## src/include/clkctl_pkg.sv

```systemverilog
// Purpose: shared constants and types for the clock, enable and reset control block
// Assumes: 200 MHz core clock, register port with one-cycle read latency
// Notes: offsets are word indices on the plain register port
package clkctl_pkg;

	// ------------------------------------------------------------
	// Register offsets
	// ------------------------------------------------------------
	localparam logic [3:0] OFF_CLK_DIVIDER = 4'h0;
	localparam logic [3:0] OFF_SETPOINT0 = 4'h1;
	localparam logic [3:0] OFF_SETPOINT1 = 4'h2;
	localparam logic [3:0] OFF_DIAGNOSIS = 4'h3;
	localparam logic [3:0] OFF_CONFIG = 4'h4;
	localparam logic [3:0] OFF_VERSION = 4'h5;

	// ------------------------------------------------------------
	// Field positions
	// ------------------------------------------------------------
	localparam int DIV_RATIO_LSB = 0;
	localparam int DIV_RATIO_W = 6;
	localparam int DIV_CLOCK_WATCHDOG_ENABLE_BIT = 15;
	localparam int SP_EN_BIT = 15;
	localparam int SP_VALUE_W = 15;
	localparam int DIAG_RST_BIT = 0;
	localparam int DIAG_FLT_BIT = 1;
	localparam int CFG_FME_BIT = 0;
	localparam int VER_WD_BIT = 15;

	// ------------------------------------------------------------
	// Reset values and timing
	// ------------------------------------------------------------
	localparam logic [5:0] DIV_RATIO_RESET = 6'h08;
	localparam logic [14:0] VERSION_ID = 15'h0A5A; // Arbitrary identity value
	localparam int CORE_CLK_MHZ = 200;
	localparam int CLOCK_MISSING_TIMEOUT_NS = 1000;
	localparam int CLOCK_MISSING_CYCLES = (CLOCK_MISSING_TIMEOUT_NS * CORE_CLK_MHZ) / 1000;

	typedef enum logic [1:0] {
		ST_RUN,
		ST_WD_LOST,
		ST_WD_BACK
	} wd_state_type;

	typedef struct packed {
		logic [3:0] addr;
		logic [15:0] wdata;
		logic wr;
		logic rd;
	} reg_req_type;

endpackage

```

## src/logic/clock_monitor_enable_reset_ctrl.sv

```systemverilog
// Purpose: clock divider, missing-clock watchdog, enable and reset control
// Assumes: pins synchronous to clk; register port answers one cycle later
// Notes: watchdog internal reset is left only by ext_reset_n or power-on
`timescale 1ns/1ps
module clock_monitor_enable_reset_ctrl #(
	parameter int TIMEOUT = clkctl_pkg::CLOCK_MISSING_CYCLES
) (
	// Clock and reset
	input wire logic clk,
	input wire logic reset,
	// Device pins
	input wire logic ext_clk,
	input wire logic ext_reset_n,
	input wire logic enable_pin,
	output logic fault_out_n,
	output logic fault_out_n_oe,
	// Fault source from diagnosis circuit
	input wire logic diag_fault,
	// Register port
	input wire logic [3:0] reg_addr,
	input wire logic [15:0] reg_wdata,
	input wire logic reg_wr,
	input wire logic reg_rd,
	output logic [15:0] reg_rdata,
	// Derived clocking and stage control
	output logic sys_clk_en,
	output logic [1:0] stage_enable,
	output logic internal_reset
);

	// ------------------------------------------------------------
	// Parameter check
	// ------------------------------------------------------------
	// Gap counter needs at least two cycles to tell slow from lost
	if (TIMEOUT < 2) begin : g_bad_timeout
		$error("clock_monitor_enable_reset_ctrl: TIMEOUT too small");
	end

	// ------------------------------------------------------------
	// Request bundle and decode
	// ------------------------------------------------------------
	clkctl_pkg::reg_req_type req;
	assign req = '{addr: reg_addr, wdata: reg_wdata, wr: reg_wr, rd: reg_rd};

	clkctl_pkg::wd_state_type wd_state_reg, wd_state_next;

	logic rise;
	logic missing;

	logic [5:0] div_ratio_reg;
	logic div_written_reg;
	logic clock_watchdog_enable_reg;
	logic [1:0] ch_en_reg;
	logic [14:0] sp_value_reg [2];
	logic fme_reg;
	logic rst_flag_reg;
	logic wd_status_reg;
	logic [5:0] div_cnt_reg;
	logic [15:0] rdata_reg;
	logic ext_reset_seen_reg;

	wire hold_reset = ~ext_reset_n;
	wire wd_tripped = (wd_state_reg != clkctl_pkg::ST_RUN);
	wire wd_trip = (wd_state_reg == clkctl_pkg::ST_RUN) && clock_watchdog_enable_reg && missing;
	wire in_reset = hold_reset | wd_tripped;
	wire port_live = ~hold_reset;
	// Writes refused in both tripped states
	wire wr_ok = req.wr & port_live & ~wd_tripped;
	// Address hits, shared by write decode and read select
	wire hit_div = (req.addr == clkctl_pkg::OFF_CLK_DIVIDER);
	wire hit_sp0 = (req.addr == clkctl_pkg::OFF_SETPOINT0);
	wire hit_sp1 = (req.addr == clkctl_pkg::OFF_SETPOINT1);
	wire hit_diag = (req.addr == clkctl_pkg::OFF_DIAGNOSIS);
	wire hit_cfg = (req.addr == clkctl_pkg::OFF_CONFIG);
	wire hit_ver = (req.addr == clkctl_pkg::OFF_VERSION);
	wire wr_div = wr_ok && hit_div;
	wire wr_sp0 = wr_ok && hit_sp0;
	wire wr_sp1 = wr_ok && hit_sp1;
	wire wr_cfg = wr_ok && hit_cfg;
	wire diag_access = port_live && hit_diag && (req.wr | req.rd);
	wire [1:0] wr_sp = {wr_sp1, wr_sp0};

	// ------------------------------------------------------------
	// Missing clock detector
	// ------------------------------------------------------------
	edge_watch #(
		.TIMEOUT(TIMEOUT)
	) u_watch (
		.clk(clk),
		.reset(reset | hold_reset),
		.ext_clk(ext_clk),
		.rise(rise),
		.missing(missing)
	);

	// ------------------------------------------------------------
	// Watchdog state
	// ------------------------------------------------------------
	always_comb begin
		wd_state_next = wd_state_reg;
		unique case (wd_state_reg)
			clkctl_pkg::ST_RUN: begin
				if (wd_trip) begin
					wd_state_next = clkctl_pkg::ST_WD_LOST;
				end
			end
			clkctl_pkg::ST_WD_LOST: begin
				if (!missing) begin
					wd_state_next = clkctl_pkg::ST_WD_BACK;
				end
			end
			clkctl_pkg::ST_WD_BACK: begin
				if (missing) begin
					wd_state_next = clkctl_pkg::ST_WD_LOST;
				end
			end
			default: wd_state_next = clkctl_pkg::ST_RUN;
		endcase
	end

	// Only external or power-on reset leaves a trip
	always_ff @(posedge clk) begin
		if (reset || hold_reset) begin
			wd_state_reg <= clkctl_pkg::ST_RUN;
		end else begin
			wd_state_reg <= wd_state_next;
		end
	end

	// ------------------------------------------------------------
	// Divider register and supervision enable
	// ------------------------------------------------------------
	always_ff @(posedge clk) begin
		if (reset || hold_reset || wd_tripped) begin
			div_ratio_reg <= clkctl_pkg::DIV_RATIO_RESET;
			div_written_reg <= 1'b0;
			clock_watchdog_enable_reg <= 1'b0;
		end else if (wr_div) begin
			div_ratio_reg <= req.wdata[clkctl_pkg::DIV_RATIO_LSB +: clkctl_pkg::DIV_RATIO_W];
			div_written_reg <= 1'b1;
			clock_watchdog_enable_reg <= req.wdata[clkctl_pkg::DIV_CLOCK_WATCHDOG_ENABLE_BIT];
		end
	end

	// ------------------------------------------------------------
	// System clock enable from input edges
	// ------------------------------------------------------------
	// One enable pulse per div_ratio rising edges of the input
	// Runs on through a trip, so a returned clock divides by eight
	wire div_wrap = (div_cnt_reg + 6'h01 >= div_ratio_reg);
	always_ff @(posedge clk) begin
		if (reset || hold_reset) begin
			div_cnt_reg <= 6'h00;
		end else if (rise) begin
			div_cnt_reg <= div_wrap ? 6'h00 : div_cnt_reg + 6'h01;
		end
	end
	assign sys_clk_en = rise & div_wrap & ~reset & ~hold_reset;

	// ------------------------------------------------------------
	// Setpoint registers
	// ------------------------------------------------------------
	genvar ch;
	generate
		for (ch = 0; ch < 2; ch++) begin : g_sp
			always_ff @(posedge clk) begin
				if (reset || hold_reset || wd_tripped) begin
					ch_en_reg[ch] <= 1'b0;
					sp_value_reg[ch] <= 15'h0000;
				end else begin
					if (wr_sp[ch]) begin
						sp_value_reg[ch] <= req.wdata[clkctl_pkg::SP_VALUE_W-1:0];
					end
					// Pin low wins over any write
					if (!enable_pin) begin
						ch_en_reg[ch] <= 1'b0;
					end else if (wr_sp[ch]) begin
						ch_en_reg[ch] <= req.wdata[clkctl_pkg::SP_EN_BIT];
					end
				end
			end
		end
	endgenerate

	// ------------------------------------------------------------
	// Configuration and flags
	// ------------------------------------------------------------
	always_ff @(posedge clk) begin
		if (reset || hold_reset || wd_tripped) begin
			fme_reg <= 1'b0;
		end else if (wr_cfg) begin
			fme_reg <= req.wdata[clkctl_pkg::CFG_FME_BIT];
		end
	end

	// Status survives a trip, cleared only by a real reset
	always_ff @(posedge clk) begin
		if (reset || hold_reset) begin
			wd_status_reg <= 1'b0;
		end else if (wd_trip) begin
			wd_status_reg <= 1'b1;
		end
	end

	always_ff @(posedge clk) begin
		if (reset) begin
			ext_reset_seen_reg <= 1'b1;
		end else begin
			ext_reset_seen_reg <= in_reset;
		end
	end

	// Exit from reset sets the flag; set wins over a same-cycle access
	wire reset_exit = ext_reset_seen_reg & ~in_reset;
	always_ff @(posedge clk) begin
		if (reset) begin
			rst_flag_reg <= 1'b0;
		end else if (reset_exit) begin
			rst_flag_reg <= 1'b1;
		end else if (diag_access) begin
			rst_flag_reg <= 1'b0;
		end
	end

	// ------------------------------------------------------------
	// Stage enables and fault pin
	// ------------------------------------------------------------
	// Stages need divider written, supervision on, pin high, no reset
	wire stage_ok = div_written_reg & clock_watchdog_enable_reg & enable_pin & ~in_reset;
	assign stage_enable = stage_ok ? ch_en_reg : 2'b00;
	assign internal_reset = in_reset;

	// Trip fault unmaskable; enable fault only with mask bit
	// Power-on reset counts as internal reset for the pin
	wire fault_reset = reset | in_reset;
	wire fault_enable = ~enable_pin & fme_reg;
	wire fault_any = diag_fault | fault_reset | fault_enable;
	assign fault_out_n = 1'b0;
	assign fault_out_n_oe = fault_any;

	// ------------------------------------------------------------
	// Read data
	// ------------------------------------------------------------
	wire [15:0] version_word = {wd_status_reg, clkctl_pkg::VERSION_ID};
	wire [15:0] div_word = {clock_watchdog_enable_reg, 9'h000, div_ratio_reg};
	wire [15:0] sp0_word = {ch_en_reg[0], sp_value_reg[0]};
	wire [15:0] sp1_word = {ch_en_reg[1], sp_value_reg[1]};
	wire [15:0] diag_word = {14'h0000, diag_fault, rst_flag_reg};
	wire [15:0] cfg_word = {15'h0000, fme_reg};
	// Control registers hold reset values while tripped, so reads give them in ST_WD_BACK
	wire [15:0] sel_word =
		hit_div ? div_word :
		hit_sp0 ? sp0_word :
		hit_sp1 ? sp1_word :
		hit_diag ? diag_word :
		hit_cfg ? cfg_word :
		hit_ver ? version_word : 16'h0000;
	// Lost clock answers every read with the version word
	wire lost = (wd_state_reg == clkctl_pkg::ST_WD_LOST);
	wire [15:0] answer = lost ? version_word : sel_word;

	always_ff @(posedge clk) begin
		if (reset) begin
			rdata_reg <= 16'h0000;
		end else if (req.rd && port_live) begin
			rdata_reg <= answer;
		end else begin
			rdata_reg <= 16'h0000;
		end
	end
	assign reg_rdata = rdata_reg;

endmodule

```

## src/logic/edge_watch.sv

```systemverilog
// Purpose: watches a sampled external clock for rising edges and for long gaps
// Assumes: ext clock already synchronous to clk
// Notes: timed by the core clock, never by the watched clock
`timescale 1ns/1ps
module edge_watch #(
	parameter int TIMEOUT = clkctl_pkg::CLOCK_MISSING_CYCLES
) (
	// Clock and reset
	input wire logic clk,
	input wire logic reset,
	// Watched clock
	input wire logic ext_clk,
	// Results
	output logic rise,
	output logic missing
);
	localparam int CW = $clog2(TIMEOUT + 1);

	// Below two cycles a slow edge cannot be told from a lost clock
	if (TIMEOUT < 2) begin : g_bad_timeout
		$error("edge_watch: TIMEOUT too small");
	end

	logic prev_reg;
	logic [CW-1:0] gap_reg;
	logic missing_reg;
	wire at_limit = (gap_reg >= CW'(TIMEOUT));

	assign rise = ext_clk & ~prev_reg;
	assign missing = missing_reg;

	// Gap counted on the core clock so absence is measurable
	always_ff @(posedge clk) begin
		if (reset) begin
			prev_reg <= 1'b0;
			gap_reg <= '0;
			missing_reg <= 1'b0;
		end else begin
			prev_reg <= ext_clk;
			if (rise) begin
				gap_reg <= '0;
				missing_reg <= 1'b0;
			end else if (!at_limit) begin
				gap_reg <= gap_reg + CW'(1);
			end else begin
				missing_reg <= 1'b1;
			end
		end
	end
endmodule

```

## config.mk

```make
export PLATFORM = sky130hd
export DESIGN_NAME = clock_monitor_enable_reset_ctrl
export DESIGN_NICKNAME = d
export VERILOG_FILES = /design/src/include/clkctl_pkg.sv /design/src/logic/clock_monitor_enable_reset_ctrl.sv /design/src/logic/edge_watch.sv
export SDC_FILE = /design/constraint.sdc
export NUM_CORES = 1
export LEC_CHECK = 0
export ABC_CLOCK_PERIOD_IN_PS = 2400
export BUFFER_PORTS_ARGS = -buffer_cell sky130_fd_sc_hd__buf_4
export CAP_MARGIN = 30
export CORE_MARGIN = 8
export CORE_UTILIZATION = 57
export CTS_CLUSTER_SIZE = 40
export DETAILED_ROUTE_END_ITERATION = 6
export GPL_ROUTABILITY_DRIVEN = 0
export PLACE_DENSITY = 0.77
export SETUP_SLACK_MARGIN = 0.5
export SYNTH_ARGS = -nofsm -noshare
export SYNTH_HDL_FRONTEND = slang
export SYNTH_SLANG_ARGS = --single-unit
```

## constraint.sdc

```tcl
create_clock -name clk -period 2.4 [get_ports clk]
set_input_delay 0.24 -clock clk [delete_from_list [all_inputs] [get_ports clk]]
set_output_delay 0.24 -clock clk [all_outputs]
set_load 0.005 [all_outputs]
```

# --- Word-level counts from Yosys, hierarchy flattened ---
# Memory sizes are Yosys's and may differ from the RTL's.
# Index checks and enable logic that the tools add are counted.
classes:
  add_sub_neg: 2
  magnitude_cmp: 2
  n_eq_ne: 10
  mux: 25
  bitwise: 26
  n_reduce_logical: 21
ops:
  columns: ["cell", "count"]
  rows:
  - ["2-to-1 mux 16 bit", 7]
  - ["2-to-1 mux 15 bit", 2]
  - ["AND 1 bit", 11]
  - ["2-to-1 mux 1 bit", 10]
  - ["logical AND 1 bit", 9]
  - ["adder 8 x 1 -> 8 bit, second input constant", 1]
  - ["equality test 4 x 2 -> 1 bit, second input constant", 2]
  - ["equality test 4 x 3 -> 1 bit, second input constant", 2]
  - ["greater-or-equal comparator 8 bit, second input constant", 1]
  - ["2-to-1 mux 2 bit", 4]
  - ["bitwise OR 1 bit", 8]
  - ["inverter 1 bit", 7]
  - ["adder 6 x 1 -> 6 bit, second input constant", 1]
  - ["greater-or-equal comparator 6 bit", 1]
  - ["2-to-1 mux 6 bit", 1]
  - ["case mux 2 bit (3 select lines)", 1]
  - ["OR reduction 2 bit", 3]
  - ["equality test 4 x 1 -> 1 bit, second input constant", 1]
  - ["zero test 4 bit", 1]
  - ["inequality test 2 bit, second input constant", 2]
  - ["nonzero test 2 bit", 2]
  - ["OR reduction 4 bit", 1]
  - ["AND reduction 3 bit", 1]
  - ["OR reduction 3 bit", 1]
  - ["other kinds (5)", 6]
totals:
  regBits: 48
  ram_bits: 30
  in_bits: 28
  output_inout_bits: 22
  word_cells: 104
  memories: 1
memory_table:
  columns: ["memory", "words", "width", "read_ports", "rd_ports_with_merged_regs", "wr", "line", "text"]
  rows:
  - ["sp_value_reg", 2, 15, 2, 0, 2, "clock_monitor_enable_reset_ctrl.sv:54", "logic [14:0] sp_value_reg [2];"]

# --- Logic depth before layout (Yosys ltp) ---
logic_depth:
  depth_word: 8
  ltp_mapped: 8
  ltp_nobuf: 8

# --- Modules after synthesis ---
# From an unflattened synthesis, not the netlist that was laid out.
unflattened:
  hier_cells: 354
  area_unflattened_um2: 3523.4
modules_own_cells:
  columns: ["module", "instances", "cells_each", "area_per_inst_um2", "seq_area_each_um2"]
  rows:
  - ["clock_monitor_enable_reset_ctrl", 1, 304, 3069.2, 1661.6]
  - ["edge_watch", 1, 50, 454.2, 200.2]

# --- Worst setup path before layout ---
# OpenSTA, ideal clock, no wires.
synth_timing:
  path_type: "register -> register"
  startpoint: "register div_cnt_reg[0]"
  endpoint: "register div_cnt_reg[2]"
  setup_time_ns: 0.079
  t_arrival_ns: 1.879
  required_time_ns: 2.321
  slack_ns: 0.442
  path_stages_with_launch: 9
  n_path_buf: 0
  cell_sequence: "dfxtp_1 ha_1 nand3_1 xnor2_1 ha_1 a21o_1 a211oi_2 o21ai_0 o211ai_1"
synth_via:
  elab_chain_len: 3
synth_rtl:
  columns: ["element", "line", "text"]
  rows:
  - ["from (decl)", "clock_monitor_enable_reset_ctrl.sv:58", "logic [5:0] div_cnt_reg;"]
  - ["from (signal assigned)", "clock_monitor_enable_reset_ctrl.sv:155", "div_cnt_reg <= div_wrap ? 6'h00 : div_cnt_reg + 6'h01;"]
  - ["adder 6 x 1 -> 6 bit (*)", "clock_monitor_enable_reset_ctrl.sv:150, clock_monitor_enable_reset_ctrl.sv:155", null]
  - ["greater-or-equal comparator 6 bit", "clock_monitor_enable_reset_ctrl.sv:150", "wire div_wrap = (div_cnt_reg + 6'h01 >= div_ratio_reg);"]
  - ["2-to-1 mux 6 bit (*)", "clock_monitor_enable_reset_ctrl.sv:155", null]
# Every way passes the cells marked *; elsewhere a longest branch is shown, timed or not.
# A chain may end at the register's enable or synchronous reset.

# --- Final worst setup path ---
layout_timing:
  startpoint: "register div_cnt_reg[0]"
  endpoint: "output sys_clk_en"
layout_via:
  elab_chain_len: 5
layout_rtl:
  columns: ["element", "line", "text"]
  rows:
  - ["adder 6 x 1 -> 6 bit", "clock_monitor_enable_reset_ctrl.sv:150", null]
  - ["greater-or-equal comparator 6 bit", "clock_monitor_enable_reset_ctrl.sv:150", null]
  - ["AND 1 bit (3 in a row)", "clock_monitor_enable_reset_ctrl.sv:158", "assign sys_clk_en = rise & div_wrap & ~reset & ~hold_reset;"]
  - ["to (decl)", "clock_monitor_enable_reset_ctrl.sv:26", "output logic sys_clk_en,"]
# Every way passes these cells.

==> results.txt <==
- Result of the run: finished, final reports clean
- Of the synthesized area, sequential elements account for 0.533.
- Setup repair after global routing missed its margin: true
- Clock tree synthesis found a total of 78 sinks.
- The total area inside the core boundary comes to 0.00592 mm².
- Cell area after synthesis: 0.00349 mm²
* NumNets Final: 442
- The first global-routing pass estimated 13,300 µm of wire.
* Share of post-route cells with drive strength above 1: 0.283
* Net Count, Synth: 378
* Cell taking the most area after synthesis: sky130_fd_sc_hd__dfxtp_1
- Number of distinct library cells after synthesis: 52
- Yosys printed 0 warnings.
- CTS Buffer Depth: 2
- For the worst setup path, the data required time is 2.16 ns.
- The worst setup path is launched from a register.
- Of all flip-flops after synthesis, the portion carrying an async set or reset was 0.
- The worst hold path begins at ext_clk.
- OpenSTA, run right after detailed placement, puts the worst setup slack at 0.244 ns.
- Setup violations remaining at the end of the flow were counted as 0.
- Count of maximum capacitance violations: 0
* Number of cells produced by synthesis: 341
* Count of input and output buffers: 48
- EDFF count, synth: 30
- Detailed placement ended at an HPWL of 5510 µm.
* Depth of the CTS H-tree: 3
- Count leader, synth: sky130_fd_sc_hd__dfxtp_1
- The die is 94.3 µm wide.
- The cell family contributing the most delay on the critical path is simple AND/OR/NAND/NOR gates.
- Insertion delay of the later-clocked pin in the worst-skew pair: 0.36 ns
* Type of the setup path with the least slack: reg -> out
- Y dimension of the die: 94.3 µm
- GRT Overall Usage: 0.192
- Biggest cell delay along the critical path: 0.38 ns
- Of the available clock period, the critical path in the final layout requires 0.978.
* DRT Wirelength: 8660 µm
- Initial core utilization: 0.590
- Setup slack on the critical path of the routed design comes to 0.0526 ns.
* Power per cell area: 568 mW/mm²
- Max-slew violations: 0
- Post-layout util: 0.741
- Maximum fanout along the worst path: 4
* Top cells by area in the synthesized netlist: sky130_fd_sc_hd__dfxtp_1 (27%), sky130_fd_sc_hd__edfxtp_1 (26%), sky130_fd_sc_hd__and2_1 (5.7%), sky130_fd_sc_hd__nand2_1 (3.5%), sky130_fd_sc_hd__a21oi_1 (3.4%)
- Cell types with the highest counts after synthesis: sky130_fd_sc_hd__dfxtp_1 (48), sky130_fd_sc_hd__nand2_1 (33), sky130_fd_sc_hd__and2_1 (32)
- Share of the synthesized area in the top cell type: 0.275
- Time the final worst path needs with I/O delays and setup: 2.35 ns
- Hold timing on the final database bottoms out at a slack of 0.136 ns.
- Together, buffers and inverters on the worst path number 1.
* TritonCTS clock tree: built
* Cells traversed along the worst timing path: ha_4 > nand3_4 > xnor2_4 > ha_4 > nand3_2 > or2_4 > a21oi_2 > buf_4
- IR analysis of the VDD net gives a maximum drop of 389 µV.
- Pin count of the biggest net entering global routing: 18
- Pin slew with the least headroom to its limit: 0.749 ns
- Data arrival, critical path: 2.11 ns
- CP startpoint: div_cnt_reg[0]
- The via count of the first global-routing pass came to 2,688.
* Flip-flop count of the largest register, all copies and words added: 30
- Routed length per instance: 17.9 µm
- Core Rows: 28
- Antenna diodes: 0
- Aggregate global routing overflow: 0
- Buffers inserted during clock tree synthesis total 9.
- For this run, the top clock speed supported by timing is 0.426 GHz.
- Count of TritonRoute iterations in the first routing pass: 5
- After synthesis the netlist holds a flip-flop and latch count of 78.
* Count of non-filler cells in the finished layout: 485
* Average footprint of a synthesized cell: 10.2 µm²
- Crit. End Element: output pin
* # IOs: 50
* Area enclosed by the die boundary: 0.00889 mm²
* Detailed-route DRC error count: 0
* Leakage dissipation: 0.00168 µW
* Root buffer cell: sky130_fd_sc_hd__clkbuf_8
- The cell that appears most often on the critical path is sky130_fd_sc_hd__ha_4.
- The largest individual stage delay along the critical path comes from the cell sky130_fd_sc_hd__dfxtp_4.
- The area growth from synthesis to layout is 25.6%.
* Post-layout power: 2490 µW
- # placed instances: 460
* Initial antenna violation count: 0
- Vias: 2,862
* Worst r2r src: div_cnt_reg[0]
- Routed vias/inst: 5.90
* Post-DRT Antenna Nets: 0
- Headroom to the max-slew limit came out at 0.497.
- Clock skew on the completed layout was measured at 0.0132 ns.
* Ys flop type: sky130_fd_sc_hd__dfxtp_1
- After clock tree synthesis, the clock-pin slew on the worst setup and hold paths is 0.09 ns.
- The first routing iteration left 279 violations.
- The number of failing hold endpoints at the final stage was 0.
- Class of the tightest hold or removal check: in -> reg
-- placed cells by master (no fill, tap or decap), drive strengths merged, types with 3 or more instances in the layout --
master     n
a2111oi    3
a21o       7
a21oi     24
a22oi      9
a31oi      4
a32o       4
and2      32
and3       5
buf       66
clkbuf     9
clkinvlp   4
dfxtp     48
edfxtp    30
ha         9
inv       19
nand2     33
nand2b     6
nand3     17
nor2      22
nor2b      4
nor3b      5
o21ai     12
xnor2      5
xor2       3
-- routing by layer --
layer,routed length [µm],part of all wire,track usage,up-vias
met1,3550,0.41,0.243,1338
li1,-,-,-,1346
met2,4060,0.47,0.303,160
met3,863,0.10,0.0528,18
met5,0,0,0,-
met4,187,0.022,0.0727,0
-- final timing paths --
check,cells past startpoint,slack [ns],to
worst max-delay path,8,0.05,sys_clk_en
worst min-delay path,3,0.14,u_watch.prev_reg
worst max register to register,9,0.08,div_cnt_reg[2]
worst min register to register,1,0.46,wd_state_reg[1]
-- area by class of cell --
type,instances,area (µm²)
Inverter,16,60.1
Timing Repair Buffer,66,495
Fill cell,418,1530
Tap cell,75,93.8
Clock buffer,9,124
Multi-Input combinational cell,234,1680
Sequential cell,78,1880
Clock inverter,7,56.3
-- worst register-to-register path, stage by stage (launching register included) --
cell                       delay, ns
sky130_fd_sc_hd__dfxtp_4        0.38
sky130_fd_sc_hd__ha_4           0.18
sky130_fd_sc_hd__nand3_4        0.11
sky130_fd_sc_hd__xnor2_4        0.21
sky130_fd_sc_hd__ha_4           0.24
sky130_fd_sc_hd__a21o_1         0.20
sky130_fd_sc_hd__buf_4          0.15
sky130_fd_sc_hd__a211oi_2       0.38
sky130_fd_sc_hd__o21ai_1        0.17
sky130_fd_sc_hd__o211ai_1       0.20
-- logic make-up (layout without fill, tap and decap cells) --
group,after synthesis,count (layout),share of synthesized area
flip-flops,78,78,0.533
multiplexers,2,2,0.00573
other,1,1,0.00107
adder cells (fa/ha/maj),9,9,0.0322
buffers and inverters,29,98,0.0362
AO/OA/AOI/OAI,75,75,0.144
XOR/XNOR,8,8,0.0201
AND/OR/NAND/NOR,139,139,0.228
-- power breakdown --
group	internal, µW	switching [µW]	total [µW]
sequential	1400	11.4	1410
clock	385	527	913
combinational	72.1	97.8	170
total	1850	636	2490
-- through the flow --
| stage | cell area (µm²) | TNS (ns) |
|---|---|---|
| floorplan | 3500 | 0 |
| global placement | 3960 | 0 |
| detailed placement | 3960 | 0 |
| CTS | 4290 | 0 |
| global route | 4390 | -0.132 |
| finish | 4390 | 0 |
-- what timing repair did --
| action | 4_1_cts | 5_1_grt |
|---|---|---|
| setup endpoints to repair | 7 | 10 |
| pin swaps | 11 | 8 |
| hold buffers | 0 | 0 |
| setup buffers | 6 | 3 |
| resized for setup | 20 | 12 |
Power figures use the tool's default switching activity.
